===== src/verilog/lbsl_pkg.sv =====
package lbsl_pkg;
    // control block register offsets (byte offset within the 256-byte block)
    localparam logic [7:0]  OFS_TOP_SEL     = 8'ha0;
    localparam logic [7:0]  OFS_BOTTOM_SEL  = 8'ha2;
    localparam logic [7:0]  OFS_MID_BASE    = 8'ha4;
    localparam logic [7:0]  OFS_MID_PERIPH  = 8'ha6;
    localparam logic [7:0]  OFS_PERIPH_BASE = 8'ha8;
    localparam logic [7:0]  OFS_RELOCATION  = 8'hfe;
    // values after reset
    localparam logic [15:0] RST_TOP_SEL     = 16'hfffb;
    localparam logic [15:0] RST_RELOCATION  = 16'h00ff;
    localparam logic [15:0] RST_OTHER_SEL   = 16'h0000;
    // relocation register fields
    localparam int          RELOC_MEM_BIT   = 12;
    localparam int          RELOC_SLAVE_BIT = 13;
    localparam int          RELOC_ESC_BIT   = 14;
    // select register fields
    localparam int          RDY_IGNORE_BIT  = 2;
    localparam int          ADDR_FIELD_LO   = 6;
    localparam int          MID_SIZE_LO     = 8;
    localparam int          PER_MEM_BIT     = 6;
    localparam int          PER_LATCH_BIT   = 7;
    localparam int          PER_BLOCK_LO    = 7;
    localparam int          NUM_MID         = 4;
    localparam int          NUM_PERIPH      = 7;
    // bus status codes
    localparam logic [2:0]  ST_IO_READ      = 3'h1;
    localparam logic [2:0]  ST_IO_WRITE     = 3'h2;
    localparam logic [2:0]  ST_FETCH        = 3'h4;
    localparam logic [2:0]  ST_MEM_READ     = 3'h5;
    localparam logic [2:0]  ST_MEM_WRITE    = 3'h6;
    localparam logic [2:0]  ST_PASSIVE      = 3'h7;
    // bus cycle states, gray along t4, idle, t1, t2, t3
    typedef enum logic [2:0] {
        S_INIT = 3'b101,
        S_IDLE = 3'b000,
        S_T1   = 3'b001,
        S_T2   = 3'b011,
        S_T3   = 3'b010,
        S_T4   = 3'b100,
        S_HOLD = 3'b110
    } lbsl_state_t;
endpackage


===== src/verilog/lbsl_sync.sv =====
`timescale 1ns/1ps
module lbsl_sync (
    // clock and reset
    input  wire logic clock,
    input  wire logic rst_n,
    // level in and out
    input  wire logic din,
    output logic      dout
);
    logic meta_r;

    always_ff @(posedge clock or negedge rst_n) begin
        if (!rst_n) begin
            meta_r <= 1'b0;
            dout   <= 1'b0;
        end else begin
            meta_r <= din;
            dout   <= meta_r;
        end
    end
endmodule


===== src/verilog/lbsl_top.sv =====
// Function
// RULE1: pulse address strobe in address phase, then low read or write strobe moves data.
// RULE2: no memory/io qualifier pin; system uses status, disjoint spaces or selects.
// RULE3: several alternate masters need outside arbitration onto the one request/grant pair.
// RULE4: bus request may be asynchronous; it is synchronised inside.
// RULE5: while granted, float enable, strobes, status, lock, address/data, byte enable, direction.
// RULE6: in reset drive enable and both strobes high one clock, then float.
// RULE7: read strobe pin has an internal pull-up.
// RULE8: in reset status and lock high then float; address lines float; strobe low; grant low.
// RULE9: control registers are 16 bits in a 256-byte block in memory or io.
// RULE10: control block cycles look external but ignore pin data and both ready inputs.
// RULE11: block sits on 256-byte boundary; relocation register at FE gives 12 base bits.
// RULE12: relocation register also holds slave mode and escape trap bits.
// RULE13: selects assert for any cycle in range, processor or dma.
// RULE14: top select covers the region holding the start address FFFF0.
// RULE15: bottom select starts at 0; only its upper limit is programmed.
// RULE16: four mid selects share one block of programmable base and size.
// RULE17: seven peripheral selects for seven 128-byte blocks above a programmable base.
// RULE18: sixth and seventh peripheral selects may instead output latched address bits 1, 2.
// RULE19: each select range inserts 0 to 3 programmed wait states.
// RULE20: each range either ignores external ready or combines it with internal waits.
// RULE21: reset drives selects high; top select config resets to FFFB: 1K, three waits.
// RULE22: other selects stay off until accessed; peripherals need both their registers.
// RULE23: grant at end of t4 or idle with bus floated; drop it once request low.
// RULE24: select outputs keep being driven during hold.
// RULE25: with external ready combined, end only after waits expire and ready is high.
`timescale 1ns/1ps
module lbsl_top
    import lbsl_pkg::*;
(
    // clock and reset
    input  wire logic        clock,
    input  wire logic        rst_n,
    // bus cycle requests from processor core and dma
    input  wire logic        cyc_req,
    input  wire logic [19:0] cyc_addr,
    input  wire logic        cyc_io,
    input  wire logic        cyc_write,
    input  wire logic        cyc_fetch,
    input  wire logic        cyc_upper_n,
    input  wire logic        cyc_lock,
    input  wire logic [15:0] cyc_wdata,
    output logic             cyc_done,
    output logic [15:0]      cyc_rdata,
    // configuration seen by the rest of the processor
    output logic             slave_mode,
    output logic             escape_trap,
    // bus control pins
    output logic             addr_latch,
    output logic             rd_n_o,
    output logic             rd_n_oe,
    output logic             rd_pull_up,
    output logic             wr_n_o,
    output logic             wr_n_oe,
    output logic             data_buffer_enable_n_o,
    output logic             data_buffer_enable_n_oe,
    output logic             data_direction_o,
    output logic             data_direction_oe,
    output logic [2:0]       bus_status_o,
    output logic             bus_status_oe,
    output logic             lock_n_o,
    output logic             lock_n_oe,
    // address and data pins
    input  wire logic [15:0] muxed_addr_data_i,
    output logic [15:0]      muxed_addr_data_o,
    output logic             muxed_addr_data_oe,
    output logic [3:0]       upper_addr_o,
    output logic             upper_addr_oe,
    output logic             upper_byte_enable_n_o,
    output logic             upper_byte_enable_n_oe,
    // ready inputs
    input  wire logic        sync_ready_in,
    input  wire logic        async_ready_in,
    // bus exchange
    input  wire logic        bus_request_in,
    output logic             bus_grant_out,
    // chip selects
    output logic             top_mem_select_n,
    output logic             bottom_mem_select_n,
    output logic [3:0]       mid_mem_select_n,
    output logic [6:0]       periph_select_n
);
    typedef struct packed {
        lbsl_state_t st;
        logic        drive;
        logic [1:0]  wait_cnt;
        logic        ign_rdy;
        logic        cb_hit;
        logic [19:0] addr;
        logic        io;
        logic        wr;
        logic        fetch;
        logic        ub_n;
        logic        lock;
        logic [15:0] wdata;
        logic [15:0] rdata;
        logic        done;
        logic [15:0] reloc;
        logic [15:0] top_cfg;
        logic [15:0] bot_cfg;
        logic [15:0] mid_base;
        logic [15:0] mid_periph;
        logic [15:0] per_base;
        logic        bot_ok;
        logic        mb_ok;
        logic        mp_ok;
        logic        pb_ok;
        logic        top_sel_n;
        logic        bot_sel_n;
        logic [3:0]  mid_sel_n;
        logic [6:0]  per_sel_n;
        logic [1:0]  lat_a;
        logic        grant;
    } lbsl_regs_t;

    lbsl_regs_t r_r;
    lbsl_regs_t r_nxt;
    logic       hold_sync;
    logic       async_ready_in_sync;
    logic       ext_rdy;

    lbsl_sync u_hold_sync (                                           // RULE4
        .clock (clock),
        .rst_n (rst_n),
        .din   (bus_request_in),
        .dout  (hold_sync)
    );

    lbsl_sync u_async_ready_in_sync (
        .clock (clock),
        .rst_n (rst_n),
        .din   (async_ready_in),
        .dout  (async_ready_in_sync)
    );

    assign ext_rdy = sync_ready_in | async_ready_in_sync;

    // address decode for a new cycle
    logic        dec_cb;
    logic        dec_top;
    logic        dec_bot;
    logic [3:0]  dec_mid;
    logic [6:0]  dec_per;
    logic [2:0]  dec_rdy;
    logic [9:0]  per_ofs;
    logic [6:0]  mid_mask;
    logic        mid_in;
    logic [1:0]  mid_idx;

    always_comb begin
        dec_cb   = (cyc_io != r_r.reloc[RELOC_MEM_BIT])
                   && (cyc_addr[19:8] == r_r.reloc[11:0]);            // RULE9 RULE11
        dec_top  = !cyc_io && (cyc_addr[19:10] >= r_r.top_cfg[15:ADDR_FIELD_LO]); // RULE14
        dec_bot  = !cyc_io && r_r.bot_ok
                   && (cyc_addr[19:10] <= r_r.bot_cfg[15:ADDR_FIELD_LO]); // RULE15 RULE22
        mid_mask = 7'h7f << r_r.mid_periph[MID_SIZE_LO +: 3];
        mid_in   = !cyc_io && r_r.mb_ok && r_r.mp_ok && !dec_top && !dec_bot
                   && ((cyc_addr[19:13] & mid_mask) == (r_r.mid_base[15:9] & mid_mask)); // RULE16
        mid_idx  = 2'((cyc_addr[19:13] & ~mid_mask) >> (r_r.mid_periph[MID_SIZE_LO +: 3] - 3'h2));
        if (r_r.mid_periph[MID_SIZE_LO +: 3] < 3'h2) begin
            mid_idx = 2'(cyc_addr[19:13] >> 0) & 2'h0;
        end
        dec_mid  = mid_in ? (4'h1 << mid_idx) : 4'h0;
        per_ofs  = 10'(cyc_addr[19:0] - {r_r.per_base[15:ADDR_FIELD_LO], 10'h000});
        dec_per  = 7'h00;
        if ((cyc_io != r_r.mid_periph[PER_MEM_BIT]) && r_r.mp_ok && r_r.pb_ok
            && (cyc_addr[19:10] == r_r.per_base[15:ADDR_FIELD_LO])
            && (per_ofs[9:PER_BLOCK_LO] != 3'h7)) begin               // RULE17 RULE22
            dec_per = 7'h01 << per_ofs[9:PER_BLOCK_LO];
        end
        if (r_r.mid_periph[PER_LATCH_BIT]) begin
            dec_per[6:5] = 2'h0;                                      // RULE18
        end
        if (dec_top) begin
            dec_rdy = r_r.top_cfg[2:0];
        end else if (dec_bot) begin
            dec_rdy = r_r.bot_cfg[2:0];
        end else if (mid_in) begin
            dec_rdy = r_r.mid_periph[2:0];
        end else if (dec_per != 7'h00) begin
            dec_rdy = r_r.per_base[2:0];
        end else begin
            dec_rdy = 3'h0;
        end
    end

    // register file read
    function automatic logic [15:0] reg_read(input lbsl_regs_t s, input logic [7:0] ofs);
        unique case (ofs)
            OFS_TOP_SEL:     reg_read = s.top_cfg;
            OFS_BOTTOM_SEL:  reg_read = s.bot_cfg;
            OFS_MID_BASE:    reg_read = s.mid_base;
            OFS_MID_PERIPH:  reg_read = s.mid_periph;
            OFS_PERIPH_BASE: reg_read = s.per_base;
            OFS_RELOCATION:  reg_read = s.reloc;
            default:         reg_read = 16'h0000;
        endcase
    endfunction

    always_comb begin
        r_nxt      = r_r;
        r_nxt.done = 1'b0;
        unique case (r_r.st)
            S_INIT: begin
                r_nxt.st = S_IDLE;                                    // RULE6
            end
            S_IDLE: begin
                if (hold_sync) begin
                    r_nxt.st    = S_HOLD;                             // RULE23
                    r_nxt.grant = 1'b1;
                    r_nxt.drive = 1'b0;
                end else if (cyc_req) begin
                    r_nxt.st        = S_T1;
                    r_nxt.drive     = 1'b1;
                    r_nxt.addr      = cyc_addr;
                    r_nxt.io        = cyc_io;
                    r_nxt.wr        = cyc_write;
                    r_nxt.fetch     = cyc_fetch;
                    r_nxt.ub_n      = cyc_upper_n;
                    r_nxt.lock      = cyc_lock;
                    r_nxt.wdata     = cyc_wdata;
                    r_nxt.cb_hit    = dec_cb;
                    r_nxt.wait_cnt  = dec_cb ? 2'h0 : dec_rdy[1:0];   // RULE19
                    r_nxt.ign_rdy   = dec_cb | dec_rdy[RDY_IGNORE_BIT]; // RULE10 RULE20
                    r_nxt.top_sel_n = !dec_top;                       // RULE13
                    r_nxt.bot_sel_n = !dec_bot;
                    r_nxt.mid_sel_n = ~dec_mid;
                    r_nxt.per_sel_n = ~dec_per;
                    r_nxt.lat_a     = cyc_addr[2:1];                  // RULE18
                end
            end
            S_T1: begin
                r_nxt.st = S_T2;
            end
            S_T2: begin
                r_nxt.st = S_T3;
            end
            S_T3: begin
                if (r_r.wait_cnt != 2'h0) begin
                    r_nxt.wait_cnt = r_r.wait_cnt - 2'h1;             // RULE19
                end else if (r_r.ign_rdy || ext_rdy) begin            // RULE20 RULE25
                    r_nxt.st    = S_T4;
                    r_nxt.done  = 1'b1;
                    r_nxt.rdata = r_r.cb_hit ? reg_read(r_r, r_r.addr[7:0])
                                             : muxed_addr_data_i;     // RULE10
                    if (r_r.cb_hit) begin
                        unique case (r_r.addr[7:0])
                            OFS_TOP_SEL:     ;
                            OFS_BOTTOM_SEL:  r_nxt.bot_ok = 1'b1;
                            OFS_MID_BASE:    r_nxt.mb_ok  = 1'b1;
                            OFS_MID_PERIPH:  r_nxt.mp_ok  = 1'b1;
                            OFS_PERIPH_BASE: r_nxt.pb_ok  = 1'b1;     // RULE22
                            default:         ;
                        endcase
                    end
                    if (r_r.cb_hit && r_r.wr) begin
                        unique case (r_r.addr[7:0])
                            OFS_TOP_SEL:     r_nxt.top_cfg    = r_r.wdata;
                            OFS_BOTTOM_SEL:  r_nxt.bot_cfg    = r_r.wdata;
                            OFS_MID_BASE:    r_nxt.mid_base   = r_r.wdata;
                            OFS_MID_PERIPH:  r_nxt.mid_periph = r_r.wdata;
                            OFS_PERIPH_BASE: r_nxt.per_base   = r_r.wdata;
                            OFS_RELOCATION:  r_nxt.reloc      = r_r.wdata; // RULE11 RULE12
                            default:         ;
                        endcase
                    end
                end
            end
            S_T4: begin
                r_nxt.top_sel_n = 1'b1;
                r_nxt.bot_sel_n = 1'b1;
                r_nxt.mid_sel_n = 4'hf;
                r_nxt.per_sel_n = 7'h7f;
                r_nxt.lock      = 1'b0;
                if (hold_sync && !r_r.lock) begin
                    r_nxt.st    = S_HOLD;                             // RULE23
                    r_nxt.grant = 1'b1;
                    r_nxt.drive = 1'b0;
                end else begin
                    r_nxt.st = S_IDLE;
                end
            end
            S_HOLD: begin
                if (!hold_sync) begin
                    r_nxt.st    = S_IDLE;                             // RULE23
                    r_nxt.grant = 1'b0;
                end
            end
            default: begin
                r_nxt.st = S_IDLE;
            end
        endcase
    end

    always_ff @(posedge clock or negedge rst_n) begin
        if (!rst_n) begin
            r_r            <= '0;
            r_r.st         <= S_INIT;
            r_r.reloc      <= RST_RELOCATION;
            r_r.top_cfg    <= RST_TOP_SEL;                            // RULE21
            r_r.bot_cfg    <= RST_OTHER_SEL;
            r_r.mid_base   <= RST_OTHER_SEL;
            r_r.mid_periph <= RST_OTHER_SEL;
            r_r.per_base   <= RST_OTHER_SEL;
            r_r.top_sel_n  <= 1'b1;
            r_r.bot_sel_n  <= 1'b1;
            r_r.mid_sel_n  <= 4'hf;
            r_r.per_sel_n  <= 7'h7f;
        end else begin
            r_r <= r_nxt;
        end
    end

    logic in_strobe;
    logic ctl_oe;
    assign in_strobe = (r_r.st == S_T2) || (r_r.st == S_T3);
    assign ctl_oe    = (r_r.st == S_INIT) || r_r.drive;               // RULE5 RULE6 RULE8

    assign cyc_done    = r_r.done;
    assign cyc_rdata   = r_r.rdata;
    assign slave_mode  = r_r.reloc[RELOC_SLAVE_BIT];                  // RULE12
    assign escape_trap = r_r.reloc[RELOC_ESC_BIT];

    assign addr_latch              = (r_r.st == S_T1);                // RULE1 RULE8
    assign rd_n_o                  = !(in_strobe && !r_r.wr);
    assign rd_n_oe                 = ctl_oe;
    assign rd_pull_up              = 1'b1;                            // RULE7
    assign wr_n_o                  = !(in_strobe && r_r.wr);
    assign wr_n_oe                 = ctl_oe;
    assign data_buffer_enable_n_o  = !in_strobe;
    assign data_buffer_enable_n_oe = ctl_oe;
    assign data_direction_o        = r_r.wr;
    assign data_direction_oe       = r_r.drive;
    assign lock_n_o                = !r_r.lock;
    assign lock_n_oe               = ctl_oe;

    always_comb begin
        bus_status_o = ST_PASSIVE;
        if (r_r.st == S_T1 || r_r.st == S_T2 || r_r.st == S_T3) begin
            if (r_r.io) begin
                bus_status_o = r_r.wr ? ST_IO_WRITE : ST_IO_READ;
            end else if (r_r.wr) begin
                bus_status_o = ST_MEM_WRITE;
            end else begin
                bus_status_o = r_r.fetch ? ST_FETCH : ST_MEM_READ;
            end
        end
    end
    assign bus_status_oe = ctl_oe;

    assign muxed_addr_data_o      = (r_r.st == S_T1) ? r_r.addr[15:0] : r_r.wdata;
    assign muxed_addr_data_oe     = r_r.drive && ((r_r.st == S_T1) || (r_r.wr && r_r.st != S_IDLE));
    assign upper_addr_o           = r_r.addr[19:16];
    assign upper_addr_oe          = r_r.drive;
    assign upper_byte_enable_n_o  = r_r.ub_n;
    assign upper_byte_enable_n_oe = r_r.drive;
    assign bus_grant_out          = r_r.grant;

    // selects have no enable: always driven, also in hold
    assign top_mem_select_n    = r_r.top_sel_n;                       // RULE24
    assign bottom_mem_select_n = r_r.bot_sel_n;
    assign mid_mem_select_n    = r_r.mid_sel_n;
    assign periph_select_n     = r_r.mid_periph[PER_LATCH_BIT]
                                 ? {r_r.lat_a, r_r.per_sel_n[4:0]} : r_r.per_sel_n; // RULE18
endmodule

===== config.mk =====
export PLATFORM = sky130hd
export DESIGN_NAME = lbsl_top
export DESIGN_NICKNAME = d
export VERILOG_FILES = /design/src/verilog/lbsl_pkg.sv /design/src/verilog/lbsl_sync.sv /design/src/verilog/lbsl_top.sv
export SDC_FILE = /design/constraint.sdc
export NUM_CORES = 1
export LEC_CHECK = 0
export CORE_ASPECT_RATIO = 1.5
export CORE_MARGIN = 2
export CORE_UTILIZATION = 47
export DETAILED_ROUTE_END_ITERATION = 10
export DONT_BUFFER_PORTS = 1
export GPL_TIMING_DRIVEN = 0
export PLACE_DENSITY = 0.63
export SLEW_MARGIN = 20
export SYNTH_ARGS = -nofsm -noshare
export SYNTH_HDL_FRONTEND = slang
export SYNTH_SLANG_ARGS = --single-unit

===== constraint.sdc =====
create_clock -name clock -period 2.7 [get_ports clock]
set_clock_uncertainty 0.2 [all_clocks]
set_input_delay 0.405 -clock clock [delete_from_list [all_inputs] [get_ports clock]]
set_output_delay 0.405 -clock clock [all_outputs]
set_load 0.01 [all_outputs]

## Word level (Yosys, flattened, before mapping)

Cells that the tools add are included.
Widths: inputs -> output; s select.

- Bits in writable memories: 0
- Output and inout port bits: 73
- ROM bits: 0
- Memories: 0
- Latch bits: 0
- Input port bits: 63
- Register bits: 186

- $mul: 0
- Multiplexer cells: 53
- Bitwise logic cells: 10
- Divide/modulo/power cells: 0
- $add $sub $neg: 3
- Shift-type cells: 4
- $lt $le $gt $ge: 3
- Reduce and logical (&&, ||, !) cells: 57
- Equality and inequality tests: 27

Operators by type and width:

| kind | count |
|---|---|
| $mux 101 | 3 |
| $mux 16 | 8 |
| $mux 96 | 1 |
| $pmux 16 s6 | 1 |
| $reduce_and 5->1 | 10 |
| $mux 49 | 1 |
| $eq 8x8->1 const B | 6 |
| $mux 45 | 1 |
| $mux 15 | 2 |
| $mux 3 | 10 |
| $pmux 13 s2 | 1 |
| $and 7x7->7 | 3 |
| $logic_and 1x1->1 | 19 |
| $pmux 3 s6 | 1 |
| $mux 7 | 2 |
| $ne 2x2->1 const B | 7 |
| $not 7->7 | 2 |
| $eq 12x12->1 | 1 |
| $mux 2 | 6 |
| $mux 4 | 3 |
| $reduce_and 3->1 | 4 |
| $reduce_and 4->1 | 3 |
| $eq 10x10->1 | 1 |
| $ge 10x10->1 | 1 |
| other kinds (30) | 60 |

## Depth between registers and ports, before layout

- Depth in word-level cells: 16
- Mapped depth: 12
- Mapped depth without buffers: 9

## Cells and area by module

From an unflattened synthesis, not the netlist that was laid out.

- Cells, all modules: 904
- Area total of the unflattened synthesis: 9636.7 um^2

By module, submodules not included:

| module | instances | cells an instance | area each (um^2) |
|---|---|---|---|
| lbsl_top | 1 | 900 | 9536.6 |
| lbsl_sync | 2 | 2 | 50.0 |

## Worst setup path before layout

No wires, ideal clock.

- Kind: register to register
- Start: register r_r[93] (netlist name)
- End: register r_r[175] (netlist name)
- Arrival: 2349 ps
- Setup slack: 69 ps
- Required time: 2418 ps
- Cell stages (with the launch flop): 10
- Period minus slack after synthesis: 2631 ps
- Cell sequence: dfstp_2 > inv_1 > ha_1 > a21o_1 > a211oi_1 > o21ai_0 > a21boi_0 > nor2_1 > or4_1 > a31oi_1

- Word-level cells in the longest chain between the ends: 10

RTL lines:

| item | RTL line | text |
|---|---|---|
| from (decl) | lbsl_top.sv:116 | `lbsl_regs_t r_r;` |
| from (signal assigned) | lbsl_top.sv:310 | `r_r <= r_nxt;` |
| $ge 10x10->1 (*) | lbsl_top.sv:153 | `dec_top = !cyc_io && (cyc_addr[19:10] >= r_r.top_cfg[15:ADDR_FIELD_LO]);` |
| $logic_and 1x1->1 (*) | lbsl_top.sv:153 |  |
| $logic_not 1->1 | lbsl_top.sv:157 | `mid_in = !cyc_io && r_r.mb_ok && r_r.mp_ok && !dec_top && !dec_bot` |
| $logic_and 1x1->1 (2 in series) | lbsl_top.sv:157 |  |
| $logic_and 1x1->1 | lbsl_top.sv:158 | `&& ((cyc_addr[19:13] & mid_mask) == (r_r.mid_base[15:9] & mid_mask));` |
| $mux 3 | lbsl_top.sv:178 | `end else if (mid_in) begin` |
| $mux 3 | lbsl_top.sv:176 | `end else if (dec_bot) begin` |
| $mux 3 (*) | lbsl_top.sv:174 | `if (dec_top) begin` |
| $or 1x1->1 (*) | lbsl_top.sv:224 | `r_nxt.ign_rdy = dec_cb \| dec_rdy[RDY_IGNORE_BIT];` |

Every way passes the cells marked *; elsewhere a longest branch is shown, timed or not.
A chain may end at the register's enable or synchronous reset.

## Final worst setup path

- Start: register r_r[159] (netlist name)
- End: register r_r[59] (netlist name)

- Word-level cells in the longest chain between the ends: 2

RTL lines:

| item | RTL line | text |
|---|---|---|
| $eq 8x8->1 | lbsl_top.sv:257 | `unique case (r_r.addr[7:0])` |
| $reduce_and 5->1 (no source line) | - |  |

No other way between the ends.

==> flow_summary.json <==
{
  "coreArea_sq_um": 20300,
  "hold_violations": 184,
  "outcome": "complete, but fails checks",
  "regArea_sq_um": 4650,
  "cpPeakStageDelay_ns": 0.52,
  "synth_area_leaders": "dfrtp_1 (38%), dfstp_2 (10%), mux2_2 (9.7%)",
  "cp.required_ns": 2.82,
  "tns_ns": 0,
  "r2r_slack_ns": 0.05,
  "hpwl_um": 21600,
  "grt_pass1_vias": 7404,
  "crit_buf_inv": 2,
  "crit_path_top_delay_cell": "dfrtp_1",
  "htreeDepth": 4,
  "die-height_um": 179,
  "final_core_utilization": 0.572,
  "power_frac_seq": 0.429,
  "clk_latency_ns": 0.44,
  "avgSynthCellArea_sq_um": 10.0,
  "grt_pass1_wl_um": 44700,
  "worstSetupStartpointType": "flop",
  "avgRoutedWirePerCell_um": 22.6,
  "synth_flop_cell": "dfrtp_1",
  "yosysSeqAreaShare": 0.483,
  "end_kind": "flop",
  "peakVddDrop_v": 0.000428,
  "cp.arrival_ns": 2.78,
  "antenna_found_initial": 0,
  "maxSlewViolCount": 0,
  "finalSetupViolCount": 0,
  "syn_inst": 963,
  "finalCritPeriodShare": 0.982,
  "port_buffers": 0,
  "dieArea_sq_um": 21700,
  "yosys.cell_count.top_type": "nand2_1",
  "drive_above_1_share": 0.269,
  "fin_area_sq_um": 11600,
  "whs_ns": -0.539,
  "syn-cell-area_sq_um": 9630,
  "globalRouteOverflowTotal": 0,
  "clock-sinks": 184,
  "ys_types": 71,
  "cts_buffer_depth": 2,
  "synthToLayoutAreaGrowth_pct": 20.5,
  "cts.clk_slew.worst_paths_ns": 0.07,
  "place_congestion": 0.985,
  "ys_async_sr_fraction": 1.00,
  "grt_max_degree": 185,
  "intPower_mw": 5.84,
  "crit_fanout": 10,
  "synth_edf_count": 0,
  "drt_first_pass_iters": 5,
  "drv_cap": 0,
  "cp_cell_sequence": "nand3b_1, or4_4, nor3b_4, nor2b_2, buf_6, buf_12, mux2_2",
  "vias_per_cell": 5.71,
  "p_sw_mw": 3.22,
  "min_period_ns": 2.65,
  "path_class": "reg2reg",
  "drc": 0,
  "final_nets": 1149,
  "relSlewSlack": 0.473,
  "grt.total_usage": 0.283,
  "yosysTopAreaCellShare": 0.379,
  "postPlaceCellArea_sq_um": 9960,
  "num_io_pins": 136,
  "routed_wl_um": 30300,
  "synth_common_cells": "nand2_1 (193), dfrtp_1 (146), o21ai_0 (85)",
  "crit_family": "simple AND/OR/NAND/NOR gates",
  "fmax_mhz": 377,
  "route.vias.total": 7658,
  "fill_cells": 1804,
  "comb_power_share": 0.266,
  "multiInputGateArea_sq_um": 4450,
  "drt-initial-drc-count": 564,
  "ys_ff_latch": 184,
  "cts_tree": "yes",
  "rows": 64,
  "p_sw_frac": 0.356,
  "synth.largest_area_cell": "dfrtp_1",
  "die_w_um": 121,
  "tightest_slew_ns": 0.790,
  "cts_root_buf": "clkbuf_16",
  "violations": "negative hold slack",
  "start_util": 0.475,
  "hold_path.class": "in2async",
  "powerDensity_nw_per_um2": 781,
  "synth_nets": 1049,
  "leakage_nw": 5.42,
  "ys.warnings.count": 0,
  "ant_nets": 0,
  "holdBufCountCts": 51,
  "diodes": 0,
  "pwr-share-clk": 0.305,
  "cts_made_buffers": 17
}
==> what timing repair did <==
action / 4_1_cts / 5_1_grt
hold endpoints to repair: 242 / 184
pin swaps: 9 / 12
setup endpoints to repair: 132 / 116
buffers inserted: 20 / 14
resized for setup: 32 / 33
==> worst paths after layout <==
| check | to | start | cells after the start |
|---|---|---|---|
| min in group clock | r_r[5] | cyc_addr[9] | 2 |
| hold / removal | r_r[147] | rst_n | 0 |
| hold reg to reg | u_hold_sync.dout | u_hold_sync.meta_r | 0 |
| max in group asynchronous | r_r[106] | rst_n | 0 |
| setup reg to reg | r_r[59] | r_r[159] | 7 |
| setup / recovery | r_r[59] | r_r[159] | 7 |
==> sequential cells by signal, summed over array words and instances, names as in the netlist, 4 cells and up <==
| name | count |
|---|---|
| r_r | 147 |
| upper_addr_o | 4 |
| cyc_rdata | 16 |
| mid_mem_select_n | 4 |
==> per-stage QoR <==
stage	cells	total power, mW	hold slack (ns)	worst slack (ns)
5_1_grt	1340	9.48	-0.560	-0.0355
4_1_cts	1328	9.02	-0.556	0.00330
6_report	1340	9.06	-0.539	0.0486
3_5_place_dp	1227	6.15	-0.0848	-0.745
3_3_place_gp	1227	6.10	-0.0852	-0.732
2_1_floorplan	963	5.36	-0.0906	0.0687
==> layout by cell type (no fill, tap or decap), types with 21 or more instances in the layout <==
| cell type | n |
|---|---|
| a22oi_1 | 32 |
| dfrtp_1 | 144 |
| ha_1 | 21 |
| nor2_1 | 30 |
| nand3_1 | 26 |
| o21ai_0 | 84 |
| inv_1 | 34 |
| mux2_2 | 82 |
| buf_4 | 68 |
| dfstp_2 | 38 |
| nand2_1 | 193 |
| dlygate4sd3_1 | 51 |
==> layout make-up <==
type                       count  share of cell area
buffer                        86              0.0500
clock buffer                  20              0.0394
clock inverter                12              0.0163
inverter                      36              0.0121
multi-input combinational    653               0.384
sequential                   184               0.401
tap                          264              0.0285
timing repair buffer          85              0.0688
==> logic make-up (layout without fill, tap and decap cells) <==
kind of cell | Yosys count | after routing | share of synthesized area
AND/OR/NAND/NOR | 307 | 307 | 0.147
flip-flops | 184 | 184 | 0.483
AO/OA/AOI/OAI | 180 | 180 | 0.114
buffers and inverters | 126 | 239 | 0.0693
multiplexers | 111 | 111 | 0.127
XOR/XNOR | 31 | 31 | 0.0282
adder cells (fa/ha/maj) | 23 | 23 | 0.0299
other | 1 | 1 | 0.000389
==> layer usage <==
layer | up-vias | GRT usage | share of wire
met5 | - | 0 | 0
met4 | 0 | 0.171 | 0.062
met1 | 3833 | 0.318 | 0.37
li1 | 3470 | - | -
met3 | 83 | 0.0499 | 0.050
met2 | 272 | 0.496 | 0.52
==> power by group through the flow <==
stage          sequential [mW]  combinational [mW]  clock (mW)
2_1_floorplan             3.61                1.75           0
3_3_place_gp              3.90                2.21           0
3_5_place_dp              3.91                2.24           0
4_1_cts                   3.87                2.36        2.79
5_1_grt                   3.94                2.64        2.90
6_report                  3.89                2.41        2.76
Power figures use the tool's default switching activity.
